`src/hdl/urx_cfg.svh`:
```
`ifndef URX_CFG_SVH
`define URX_CFG_SVH

// Halfword register indices on host_reg_addr[7:1]
`define URX_IDX_STATUS      7'h00
`define URX_IDX_CTRL        7'h01
`define URX_IDX_COUNT       7'h02
`define URX_IDX_EP_PORT     7'h10

// Status fields
`define URX_ST_PENDING      0
`define URX_ST_OVERFLOW     1
`define URX_ST_ERROR        2
`define URX_ST_HEAD_ODD     3

// Control fields and reset value
`define URX_CT_RX_EN        0
`define URX_CTRL_RESET      16'h0001

// Receive link geometry
`define URX_WORD_W          16
`define URX_FIFO_DEPTH      32
`define URX_LINK_RATE_MHZ   30

`endif

```
`src/hdl/urx_pkg.sv`:
```
package urx_pkg;

  typedef enum logic [1:0] {
    URX_IDLE = 2'b00,
    URX_ACK  = 2'b01,
    URX_HOLD = 2'b10
  } urx_host_state_e;

  typedef struct packed {
    logic        odd;
    logic [15:0] data;
  } urx_word_s;

endpackage

```
`src/hdl/urx_fifo_if.sv`:
```
`timescale 1ns/1ps
interface urx_fifo_if #(
  parameter int WIDTH = 17,
  parameter int DEPTH = 32
);
  logic [WIDTH-1:0]         in_data;
  logic                     in_valid;
  logic                     in_ready;
  logic                     commit;
  logic                     discard;
  logic [WIDTH-1:0]         out_data;
  logic                     out_valid;
  logic                     out_ready;
  logic [$clog2(DEPTH):0]   out_count;

  modport fifo (input in_data, in_valid, commit, discard, out_ready,
                output in_ready, out_data, out_valid, out_count);
  modport user (output in_data, in_valid, commit, discard, out_ready,
                input in_ready, out_data, out_valid, out_count);
endinterface // urx_fifo_if

```
`src/hdl/urx_fifo.sv`:
```
`timescale 1ns/1ps
// Packet FIFO: writes stay hidden from the drain side until committed,
// and a discard rolls the write pointer back to the last commit.
module urx_fifo #(
  parameter int WIDTH = 17,
  parameter int DEPTH = 32
) (
  input  wire logic clk_in,
  input  wire logic rst_in,
  urx_fifo_if.fifo  f
);
  localparam int AW = $clog2(DEPTH);

  logic [WIDTH-1:0] mem [DEPTH];
  logic [AW:0]      wr_q;
  logic [AW:0]      cm_q;
  logic [AW:0]      rd_q;
  logic             push;
  logic             pop;

  assign f.in_ready  = (wr_q - rd_q) != (AW+1)'(DEPTH);
  assign f.out_valid = cm_q != rd_q;
  assign f.out_count = cm_q - rd_q;
  assign f.out_data  = mem[rd_q[AW-1:0]];
  assign push        = f.in_valid && f.in_ready && !f.discard;
  assign pop         = f.out_valid && f.out_ready;

  always_ff @(posedge clk_in) begin
    if (push) begin
      mem[wr_q[AW-1:0]] <= f.in_data;
    end
  end

  always_ff @(posedge clk_in) begin
    if (rst_in) begin
      wr_q <= '0;
      cm_q <= '0;
    end else if (f.discard) begin
      wr_q <= cm_q;
    end else begin
      if (push) begin
        wr_q <= wr_q + 1'b1;
      end
      if (f.commit) begin
        cm_q <= push ? wr_q + 1'b1 : wr_q;
      end
    end
  end

  always_ff @(posedge clk_in) begin
    if (rst_in) begin
      rd_q <= '0;
    end else if (pop) begin
      rd_q <= rd_q + 1'b1;
    end
  end
endmodule // urx_fifo

```
`src/hdl/urx_top.sv`:
```
`timescale 1ns/1ps
`include "urx_cfg.svh"
module urx_top (
  input  wire logic        clk_in,
  input  wire logic        rst_in,
  input  wire logic [15:0] rx_data_in,
  input  wire logic [1:0]  rx_valid_in,
  input  wire logic        rx_active_in,
  input  wire logic        rx_error_in,
  input  wire logic        host_req_valid_in,
  input  wire logic [7:1]  host_reg_addr_in,
  input  wire logic        host_read_sel_in,
  input  wire logic [1:0]  host_byte_lane_en_in,
  input  wire logic [15:0] host_write_word_in,
  output logic             host_access_ack_out,
  output logic [15:0]      host_read_word_out,
  output logic             pkt_pending_out,
  output logic             rx_overflow_out
);
  localparam int FW = $bits(urx_pkg::urx_word_s);

  urx_fifo_if #(.WIDTH(FW), .DEPTH(`URX_FIFO_DEPTH)) fq ();

  urx_fifo #(.WIDTH(FW), .DEPTH(`URX_FIFO_DEPTH)) u_fifo (
    .clk_in (clk_in),
    .rst_in (rst_in),
    .f      (fq)
  );

  urx_pkg::urx_host_state_e st_q;
  urx_pkg::urx_word_s       in_w;
  urx_pkg::urx_word_s       head_w;
  logic [15:0] ctrl_q;
  logic [15:0] rd_q;
  logic [15:0] status;
  logic [15:0] rd_d;
  logic [15:0] lane_mask;
  logic        active_q;
  logic        in_pkt_q;
  logic        drop_q;
  logic        ovf_q;
  logic        err_q;
  logic        pkt_on;
  logic        take;
  logic        rd_take;
  logic        ctrl_wr;
  logic        pkt_end;
  logic        ovf_ev;
  logic        wr_acc;
  logic        st_clr;

  // packet opens on rising active when enabled
  assign pkt_on  = in_pkt_q || (rx_active_in && !active_q && ctrl_q[`URX_CT_RX_EN]);
  // word taken only with active and valid
  assign take    = pkt_on && rx_active_in && (rx_valid_in != 2'b00);
  assign pkt_end = in_pkt_q && !rx_active_in;
  // Overflow flagged once, later words already dropped
  assign ovf_ev  = take && !fq.in_ready && !drop_q;

  // one 16-bit link word per entry
  // odd last byte flagged in the word
  assign in_w    = {rx_valid_in == 2'b01, rx_data_in};
  assign head_w  = fq.out_data;

  assign fq.in_data  = in_w;
  // Once a packet is poisoned its later words never reach the FIFO
  assign fq.in_valid = take && !drop_q && !rx_error_in;
  assign fq.discard  = pkt_end && (drop_q || rx_error_in);
  // Commit on falling active, host sees whole packets
  assign fq.commit   = pkt_end && !drop_q && !rx_error_in;

  // Packet window follows rx_active, enable taken at open
  always_ff @(posedge clk_in) begin
    if (rst_in) begin
      active_q <= 1'b0;
      in_pkt_q <= 1'b0;
    end else begin
      active_q <= rx_active_in;
      if (rx_active_in && !active_q) begin
        in_pkt_q <= ctrl_q[`URX_CT_RX_EN];
      end else if (!rx_active_in) begin
        in_pkt_q <= 1'b0;
      end
    end
  end

  // error or overflow poisons the packet
  always_ff @(posedge clk_in) begin
    if (rst_in) begin
      drop_q <= 1'b0;
    end else if (!rx_active_in) begin
      drop_q <= 1'b0;
    end else if (pkt_on && (rx_error_in || ovf_ev)) begin
      drop_q <= 1'b1;
    end
  end

  // Host port state
  assign wr_acc    = (st_q == urx_pkg::URX_ACK) && !host_read_sel_in;
  assign rd_take   = (st_q == urx_pkg::URX_IDLE) && host_req_valid_in && host_read_sel_in;
  assign ctrl_wr   = wr_acc && (host_reg_addr_in == `URX_IDX_CTRL);
  assign lane_mask = {{8{host_byte_lane_en_in[1]}}, {8{host_byte_lane_en_in[0]}}};
  // Overflow and error status bits are write-one-to-clear on lane 0
  assign st_clr    = wr_acc && (host_reg_addr_in == `URX_IDX_STATUS);

  // Sticky flags, set wins over clear
  always_ff @(posedge clk_in) begin
    if (rst_in) begin
      ovf_q <= 1'b0;
      err_q <= 1'b0;
    end else begin
      if (ovf_ev) begin
        ovf_q <= 1'b1;
      end else if (st_clr && host_byte_lane_en_in[0] &&
                   host_write_word_in[`URX_ST_OVERFLOW]) begin
        ovf_q <= 1'b0;
      end
      if (pkt_on && rx_error_in) begin
        err_q <= 1'b1;
      end else if (st_clr && host_byte_lane_en_in[0] &&
                   host_write_word_in[`URX_ST_ERROR]) begin
        err_q <= 1'b0;
      end
    end
  end

  // Status word: pending, overflow, error, odd head
  always_comb begin
    status                   = 16'h0000;
    status[`URX_ST_PENDING]  = fq.out_valid;
    status[`URX_ST_OVERFLOW] = ovf_q;
    status[`URX_ST_ERROR]    = err_q;
    status[`URX_ST_HEAD_ODD] = fq.out_valid && head_w.odd;
  end

  // Read mux, unmapped indices read as zero
  always_comb begin
    case (host_reg_addr_in)
      `URX_IDX_STATUS:   rd_d = status;
      `URX_IDX_CTRL:     rd_d = ctrl_q;
      `URX_IDX_COUNT:    rd_d = 16'(fq.out_count);
      `URX_IDX_EP_PORT:  rd_d = fq.out_valid ? head_w.data : 16'h0000;
      default:           rd_d = 16'h0000;
    endcase
  end

  // single ack, then wait for request low
  always_ff @(posedge clk_in) begin
    if (rst_in) begin
      st_q <= urx_pkg::URX_IDLE;
    end else begin
      case (st_q)
        urx_pkg::URX_IDLE: begin
          if (host_req_valid_in) begin
            st_q <= urx_pkg::URX_ACK;
          end
        end
        urx_pkg::URX_ACK:  st_q <= urx_pkg::URX_HOLD;
        urx_pkg::URX_HOLD: begin
          if (!host_req_valid_in) begin
            st_q <= urx_pkg::URX_IDLE;
          end
        end
        default: st_q <= urx_pkg::URX_IDLE;
      endcase
    end
  end

  // read data loaded as ack rises
  always_ff @(posedge clk_in) begin
    if (rst_in) begin
      rd_q <= 16'h0000;
    end else if (rd_take) begin
      rd_q <= rd_d & lane_mask;
    end
  end

  always_ff @(posedge clk_in) begin
    if (rst_in) begin
      ctrl_q <= `URX_CTRL_RESET;
    end else if (ctrl_wr) begin
      ctrl_q <= (ctrl_q & ~lane_mask) | (host_write_word_in & lane_mask);
    end
  end

  // FIFO pops one word on lane 0 reads of URX_IDX_EP_PORT
  assign fq.out_ready = (st_q == urx_pkg::URX_ACK) && host_read_sel_in &&
                        host_byte_lane_en_in[0] &&
                        (host_reg_addr_in == `URX_IDX_EP_PORT);

  assign host_access_ack_out = (st_q == urx_pkg::URX_ACK);
  assign host_read_word_out  = rd_q;
  assign pkt_pending_out     = fq.out_valid;
  assign rx_overflow_out     = ovf_q;
endmodule // urx_top

```
`config.mk`:
```
export PLATFORM = sky130hd
export DESIGN_NAME = urx_top
export DESIGN_NICKNAME = d
export VERILOG_FILES = /design/src/hdl/urx_pkg.sv /design/src/hdl/urx_fifo_if.sv /design/src/hdl/urx_fifo.sv /design/src/hdl/urx_top.sv
export VERILOG_INCLUDE_DIRS = /design/src /design/src/hdl
export SDC_FILE = /design/constraint.sdc
export NUM_CORES = 1
export LEC_CHECK = 0
export ABC_AREA = 1
export BUFFER_PORTS_ARGS = -buffer_cell sky130_fd_sc_hd__buf_2
export CAP_MARGIN = 10
export CORE_MARGIN = 2
export CORE_UTILIZATION = 55
export DETAILED_ROUTE_END_ITERATION = 7
export PLACE_DENSITY_LB_ADDON = 0.05
export REMOVE_ABC_BUFFERS = 1
export SLEW_MARGIN = 20
export SYNTH_ARGS = -nofsm -noshare
export SYNTH_HDL_FRONTEND = slang
export SYNTH_SLANG_ARGS = --single-unit
```
`constraint.sdc`:
```
create_clock -name clk_in -period 6.5 [get_ports clk_in]
set_input_delay 0.65 -clock clk_in [delete_from_list [all_inputs] [get_ports clk_in]]
set_output_delay 0.65 -clock clk_in [all_outputs]
set_load 0.05 [all_outputs]
```
==> load_flow_metrics.sql, run 1 <==
INSERT INTO impl_metrics (metric_group, metric, value, unit) VALUES
('setup_path', 'crit_path_cell_trace', 'inv_6 -> buf_4 -> nor2_1 -> nor2_1 -> o21ai_0 -> nand3_1 -> nand3_1 -> nand3_1 -> nand3_1 -> nand2_1 -> nand2_1 -> a21oi_2', ''),
('setup_path', 'critical-path-slowest-cell', 'sky130_fd_sc_hd__buf_4', ''),
('floorplanning', 'start_util', '55.7', '%'),
('floorplanning', 'ios', '68', ''),
('timing', 'worst_clock_skew', '0.0134', 'ns'),
('floorplanning', 'floorplan.rows', '78', ''),
('timing', 'rsz_0062_raised_after_global_routing', 'false', ''),
('timing', 'fmax', '0.293', 'GHz'),
('yosys', 'netlist_area', '25200', 'sq um'),
('global_route', 'grt_start_max_net_pins', '205', ''),
('setup_path', 'timing.critical_path.max_delay_family', 'buffers and inverters', ''),
('power', 'power.static_leakage', '9.76', 'nW'),
('cts', 'htreeDepth', '2', ''),
('finish', 'num-nets-final', '2369', ''),
('run_status', 'run_status', 'finished, final reports clean', ''),
('yosys', 'postSynthCellCount', '2260', ''),
('floorplanning', 'die-area', '47600', 'sq um'),
('cts', 'post_cts_resized', '0', ''),
('cts', 'cts.path.max_buffers', '3', ''),
('finish', 'number_of_standard_cells_in_the_final_layout_excluding_fillers', '2955', ''),
('yosys', 'yosys.area.top_type_share', '64.8', '%'),
('global_route', 'grt_pass1_wl', '99300', 'microns'),
('finish', 'number_of_filler_cells_placed_in_the_layout', '3675', ''),
('setup_path', 'critPathMaxStageDelay', '0.74', 'ns'),
('floorplanning', 'height_of_the_die', '218', 'microns'),
('setup_path', 'critPathBufInv', '2', ''),
('finish', 'post_route_cells_drive_above_1_share', '10.4', '%'),
('floorplanning', 'placeableCoreArea', '45300', 'sq um'),
('route', 'drt_wl_total', '65900', 'microns'),
('yosys', 'yosys.area.top_type', 'sky130_fd_sc_hd__edfxtp_1', ''),
('route', 'dr.pass1.iters', '5', ''),
('route', 'detail_route.vias_per_cell', '5.71', ''),
('route', 'detailedRoute.firstIterationViolations', '1850', ''),
('timing', 'worst_slew_pin_slew', '1.16', 'ns'),
('power', 'power.density_cell_area', '273', 'nW/um^2'),
('floorplanning', 'die_width', '218', 'microns'),
('yosys', 'synth_top_cells_by_area', 'sky130_fd_sc_hd__edfxtp_1 (65%), sky130_fd_sc_hd__nor2_1 (7.5%), sky130_fd_sc_hd__nand3_1 (5.6%)', ''),
('yosys', 'synth_area_per_cell', '11.2', 'sq um'),
('global_route', 'antenna_found_initial', '0', ''),
('setup_path', 'timing.critical_path.from_type', 'register', ''),
('timing', 'drv_slew', '0', ''),
('job', 'drv_cap', '0', ''),
('cts', 'clock_insertion_delay_worst_skew', '0.63', 'ns'),
('placed_design', 'place.gp.congestion', '0.868', ''),
('finish', 'utilization', '61.4', '%'),
('timing', 'fin_crit_sh', '52.5', '%'),
('global_route', 'globalRouteOverflowTotal', '0', ''),
('global_route', 'groute.usage.overall', '28.2', '%'),
('cts', 'post_cts_setup_buffers', '0', ''),
('timing', 'setup_violations', '0', ''),
('yosys', 'number_of_synthesized_register_bits', '606', ''),
('yosys', 'synth.yosys.seq_area_share', '69.7', '%'),
('setup_path', 'critical_path_class', 'register to register', ''),
('cts', 'post_cts_hold_buffer_count', '0', ''),
('placed_design', 'buffer_ports.inserted', '67', ''),
('timing', 'layout_min_cycle_time', '3.42', 'ns'),
('yosys', 'yosys.cell_types.count', '36', ''),
('finish', 'top_library_cells_by_usage_in_the_layout_fill_and_taps_aside', 'sky130_fd_sc_hd__edfxtp_1 (544), sky130_fd_sc_hd__nor2_1 (471), sky130_fd_sc_hd__nand3_1 (280)', ''),
('setup_path', 'cp_max_fo', '104', ''),
('placed_design', 'post-dp-hpwl', '36800', 'microns'),
('placed_design', 'dpl_worst_slack', '3.11', 'ns'),
('timing', 'final_hold_viol_count', '0', ''),
('setup_path', 'endpoint_kind', 'register', ''),
('timing', 'timing.slew.headroom', '22.9', '%'),
('setup_path', 'cpMostUsedCell', 'sky130_fd_sc_hd__nand3_1', ''),
('finish', 'flow.area_growth_from_synthesis', '10.3', '%'),
('route', 'number_of_vias_in_the_routed_layout', '16900', ''),
('global_route', 'grt_pass1_vias', '16400', ''),
('cts', 'clk_root_buffer_cell', 'sky130_fd_sc_hd__clkbuf_16', ''),
('setup_path', 'worst-endpoint-required', '7.06', 'ns'),
('route', 'detail-route-antenna-nets', '0', '');
-- worst paths after layout --
check	slack [ns]	cells past startpoint	end	start
max	3.08	12	host_read_word_out[7]$_SDFFE_PP0P_	register
min	0.25	3	register	host_write_word_in[8]
max reg2reg	3.08	12	host_read_word_out[7]$_SDFFE_PP0P_	register
min reg2reg	0.46	2	register	register
-- power breakdown --
group	leakage, nW	internal [mW]	total (mW)	switching [mW]
clock network	0.879	1.77	3.21	1.45
logic	3.48	0.0253	0.132	0.107
registers	5.40	4.25	4.25	0.00380
-- registers in the layout (all words and copies together) (netlist names), named ones only --
signal              flops
active_q                1
drop_q                  1
u_fifo.cm_q             6
rx_overflow_out         1
err_q                   1
u_fifo.wr_q             6
u_fifo.rd_q             6
u_fifo.mem            544
host_read_word_out     16
st_q                    2
in_pkt_q                1
-- per-layer routing --
metal	GRT usage [%]	vias to the layer above	share of wire (%)
met5	0	-	0
met4	10.7	0	3.8
met3	5.07	126	7.7
met2	45.3	657	47
met1	38.6	8133	42
li1	-	7963	-
-- worst register-to-register path: stages (launching register included) --
cell,delay [ns]
sky130_fd_sc_hd__dfxtp_4,0.52
sky130_fd_sc_hd__inv_6,0.60
sky130_fd_sc_hd__buf_4,0.87
sky130_fd_sc_hd__nor2_1,0.13
sky130_fd_sc_hd__nor2_1,0.11
sky130_fd_sc_hd__o21ai_0,0.11
sky130_fd_sc_hd__nand3_1,0.11
sky130_fd_sc_hd__nand3_1,0.13
sky130_fd_sc_hd__nand3_1,0.13
sky130_fd_sc_hd__nand3_1,0.28
sky130_fd_sc_hd__nand2_1,0.14
sky130_fd_sc_hd__nand2_1,0.07
sky130_fd_sc_hd__a21oi_2,0.14
-- kinds of logic (layout without fill, tap and decap cells) --
group / Yosys count / in the layout / synth area share (%)
buf+inv: 244 / 339 / 4.65
xor+xnor: 7 / 7 / 0.243
flops: 606 / 606 / 69.7
compound gates: 343 / 343 / 7.33
fa+ha+maj: 16 / 16 / 0.824
simple gates: 1044 / 1044 / 17.3
-- Yosys cell counts (all sizes together) --
| cell type | n |
|---|---|
| edfxtp | 544 |
| nor2 | 503 |
| nand3 | 280 |
| o21ai | 253 |
| nand2 | 235 |
| inv | 114 |
| buf | 83 |
| dfxtp | 62 |
| a21oi | 50 |
| clkbuf | 45 |
| o211ai | 35 |
| ha | 15 |
| nor3 | 13 |
| or2 | 7 |
| xor2 | 5 |
| nand4 | 3 |
| o22ai | 3 |
| a31oi | 2 |
| clkinv | 2 |
| nor4 | 2 |
| xnor2 | 2 |
| fa | 1 |
| nor3b | 1 |
-- through the flow --
stage	instance area (sq um)	hold slack, ns	power (mW)
after detailed placement	26000	0.450	4.46
after CTS	27800	0.219	7.64
final	27800	0.248	7.60
after floorplan	24500	0.427	4.37
after global placement	26000	0.436	4.46
after global routing	27800	0.243	7.81
-- layout make-up --
class,instances,area [sq um],area share [%]
inverters,116,443,1.59
multi-input cells,1410,6550,23.6
clock buffers,76,1590,5.73
clock inverters,37,210,0.756
well taps,600,751,2.70
repair buffers,110,683,2.46
flip-flops and latches,606,17600,63.2
Note: power is estimated with default switching activity, not from simulation.
==> inputs of run 2 (changes only) <==
Clock period 6.5 ns to 2.99 ns, I/O delays scaled along.
==> run 2 against run 1 <==
Clock power increased by 130%. Highest routed layer unchanged. Design area increased by 2.8%. Largest cell class unchanged. First-iteration DRC count about the same. Power increased by 120%. Non-clock buffer count increased by 53. Combinational power increased to 2.6 times the previous value. Worst setup slack got worse by 2.7 ns. Via count increased by 1.8%. Worst hold slack got worse by 0.13 ns. Cell count increased by 1.8%. Register-to-register slack got worse by 2.7 ns. Sequential share of layout area decreased by 1.7 points.
==> load_flow_metrics.sql, run 2 (synthesis results as in run 1) <==
INSERT INTO impl_metrics (metric_group, metric, value, unit) VALUES
('finish', 'largest_register_ffs', '544', ''),
('global_route', 'grt_pass1_wl', '99800', 'microns'),
('global_route', 'groute.usage.overall', '28.3', '%'),
('timing', 'worst_slew_pin_slew', '0.874', 'ns'),
('setup_path', 'worst-endpoint-required', '3.30', 'ns'),
('cts', 'cts_sinks', '606', ''),
('route', 'drc', '0', ''),
('cts', 'htreeDepth', '2', ''),
('timing', 'timing.slew.headroom', '41.7', '%'),
('timing', 'drv_slew', '0', ''),
('finish', 'top_library_cells_by_usage_in_the_layout_fill_and_taps_aside', 'sky130_fd_sc_hd__edfxtp_1 (544), sky130_fd_sc_hd__nor2_1 (471), sky130_fd_sc_hd__nand3_1 (280)', ''),
('cts', 'cts_inserted_buffers', '60', ''),
('route', 'drt_wl_total', '65800', 'microns'),
('timing', 'worst_slack', '0.413', 'ns'),
('floorplanning', 'die_width', '218', 'microns'),
('placed_design', 'buffer_ports.inserted', '67', ''),
('global_route', 'antenna_found_initial', '0', ''),
('global_route', 'globalRouteOverflowTotal', '0', ''),
('timing', 'finalSetupTns', '0', 'ns'),
('timing', 'worst_clock_skew', '0.0232', 'ns'),
('setup_path', 'cp_max_fo', '17', ''),
('setup_path', 'timing.critical_path.from_type', 'register', ''),
('cts', 'clock_insertion_delay_worst_skew', '0.63', 'ns'),
('placed_design', 'dpl_worst_slack', '0.420', 'ns'),
('placed_design', 'place.gp.congestion', '0.944', ''),
('cts', 'clk_pin_slew_worst_paths', '0.06', 'ns'),
('global_route', 'grt_pass1_vias', '16500', ''),
('finish', 'number_of_filler_cells_placed_in_the_layout', '3650', ''),
('route', 'dr.pass1.iters', '6', ''),
('cts', 'post_cts_setup_buffers', '0', ''),
('floorplanning', 'die-area', '47600', 'sq um'),
('floorplanning', 'ios', '68', ''),
('cts', 'clk_root_buffer_cell', 'sky130_fd_sc_hd__clkbuf_16', ''),
('placed_design', 'dpl_cell_area', '26500', 'sq um'),
('power', 'ir_worst_vdd', '0.604', 'mV'),
('timing', 'final_hold_viol_count', '0', ''),
('setup_path', 'critical_path_class', 'register to register', ''),
('setup_path', 'worstPathArrival', '2.89', 'ns'),
('cts', 'cts.path.max_buffers', '3', ''),
('power', 'power.static_leakage', '10.1', 'nW'),
('finish', 'layout.cells.most_common', 'sky130_fd_sc_hd__edfxtp_1', ''),
('route', 'post_drt_wl_per_cell', '21.9', 'microns'),
('route', 'detailedRoute.firstIterationViolations', '1851', ''),
('finish', 'multi_input_area', '6550', 'sq um'),
('timing', 'fmax', '0.388', 'GHz'),
('global_route', 'grt_start_max_net_pins', '119', ''),
('placed_design', 'post-dp-hpwl', '40800', 'microns'),
('floorplanning', 'floorplan.rows', '78', ''),
('floorplanning', 'start_util', '55.7', '%'),
('hold_path', 'timing.hold.worst.class', 'input port to register', ''),
('timing', 'layout_min_cycle_time', '2.58', 'ns'),
('timing', 'setup_violations', '0', ''),
('floorplanning', 'height_of_the_die', '218', 'microns'),
('cts', 'cts_tree', 'done', ''),
('power', 'power.density_cell_area', '592', 'nW/um^2'),
('finish', 'sequential_standard_cell_area', '17600', 'sq um'),
('cts', 'post_cts_resized', '0', ''),
('route', 'number_of_vias_in_the_routed_layout', '17200', ''),
('route', 'detail-route-antenna-nets', '0', ''),
('finish', 'num-nets-final', '2422', ''),
('timing', 'holdWs', '0.116', 'ns'),
('finish', 'flow.area_growth_from_synthesis', '13.4', '%'),
('finish', 'utilization', '63.1', '%'),
('job', 'drv_cap', '0', ''),
('finish', 'post_route_cells_drive_above_1_share', '12.0', '%'),
('timing', 'rsz_0062_raised_after_global_routing', 'false', ''),
('setup_path', 'endpoint_kind', 'register', ''),
('run_status', 'run_status', 'finished, final reports clean', ''),
('floorplanning', 'placeableCoreArea', '45300', 'sq um'),
('finish', 'design_area', '28600', 'sq um'),
('cts', 'post_cts_hold_buffer_count', '20', ''),
('route', 'detail_route.vias_per_cell', '5.72', ''),
('timing', 'fin_crit_sh', '86.2', '%');
-- run 2: cell type report --
type                    count  share of cell area (%)
clock inverters            34                    1.02
inverters                 116                    1.55
diodes                      1                 0.00875
multi-input cells        1410                    22.9
well taps                 600                    2.63
clock buffers              77                    5.66
flip-flops and latches    606                    61.5
repair buffers            163                    4.70
-- run 2: final timing paths --
kind / slack [ns] / depth (start not counted) / from / to
worst max-delay path: 0.41 / 11 / u_fifo.rd_q[4]$_SDFFE_PP0P_ / u_fifo.mem[31][14]$_DFFE_PP_
worst min-delay path: 0.12 / 5 / host_byte_lane_en_in[1] / host_read_word_out[10]$_SDFFE_PP0P_
worst max register to register: 0.41 / 11 / u_fifo.rd_q[4]$_SDFFE_PP0P_ / u_fifo.mem[31][14]$_DFFE_PP_
worst min register to register: 0.45 / 2 / register / register
-- run 2: where the power goes --
| part | switching, mW | internal (mW) |
|---|---|---|
| Sequential | 0.00818 | 9.23 |
| Combinational | 0.273 | 0.0747 |
| Clock | 3.12 | 4.23 |
| Total | 3.40 | 13.5 |
-- run 2: through the flow --
step           cells  power, mW
2_1_floorplan   2132       9.50
3_3_place_gp    2875       9.74
3_5_place_dp    2875       9.75
4_1_cts         3006       17.0
5_1_grt         3006       17.4
6_report        3007       16.9
-- run 2: routing by layer --
| layer | track usage, % | routed length [microns] | up-vias |
|---|---|---|---|
| met5 | 0 | 0 | - |
| met4 | 8.78 | 1890 | 0 |
| met3 | 5.59 | 5630 | 118 |
| met2 | 44.5 | 30800 | 671 |
| met1 | 40.0 | 27500 | 8326 |
| li1 | - | - | 8075 |
-- run 2: worst max-delay path: stages (launching register included) --
cell and delay [ns]:
sky130_fd_sc_hd__dfxtp_1 0.35, sky130_fd_sc_hd__inv_1 0.09, sky130_fd_sc_hd__ha_1 0.32, sky130_fd_sc_hd__nor2_1 0.06, sky130_fd_sc_hd__or2_2 0.28, sky130_fd_sc_hd__nand4_1 0.14
sky130_fd_sc_hd__nand2_1 0.19, sky130_fd_sc_hd__inv_2 0.18, sky130_fd_sc_hd__nand2_1 0.07, sky130_fd_sc_hd__buf_4 0.21, sky130_fd_sc_hd__nor3_2 0.12, sky130_fd_sc_hd__buf_4 0.26
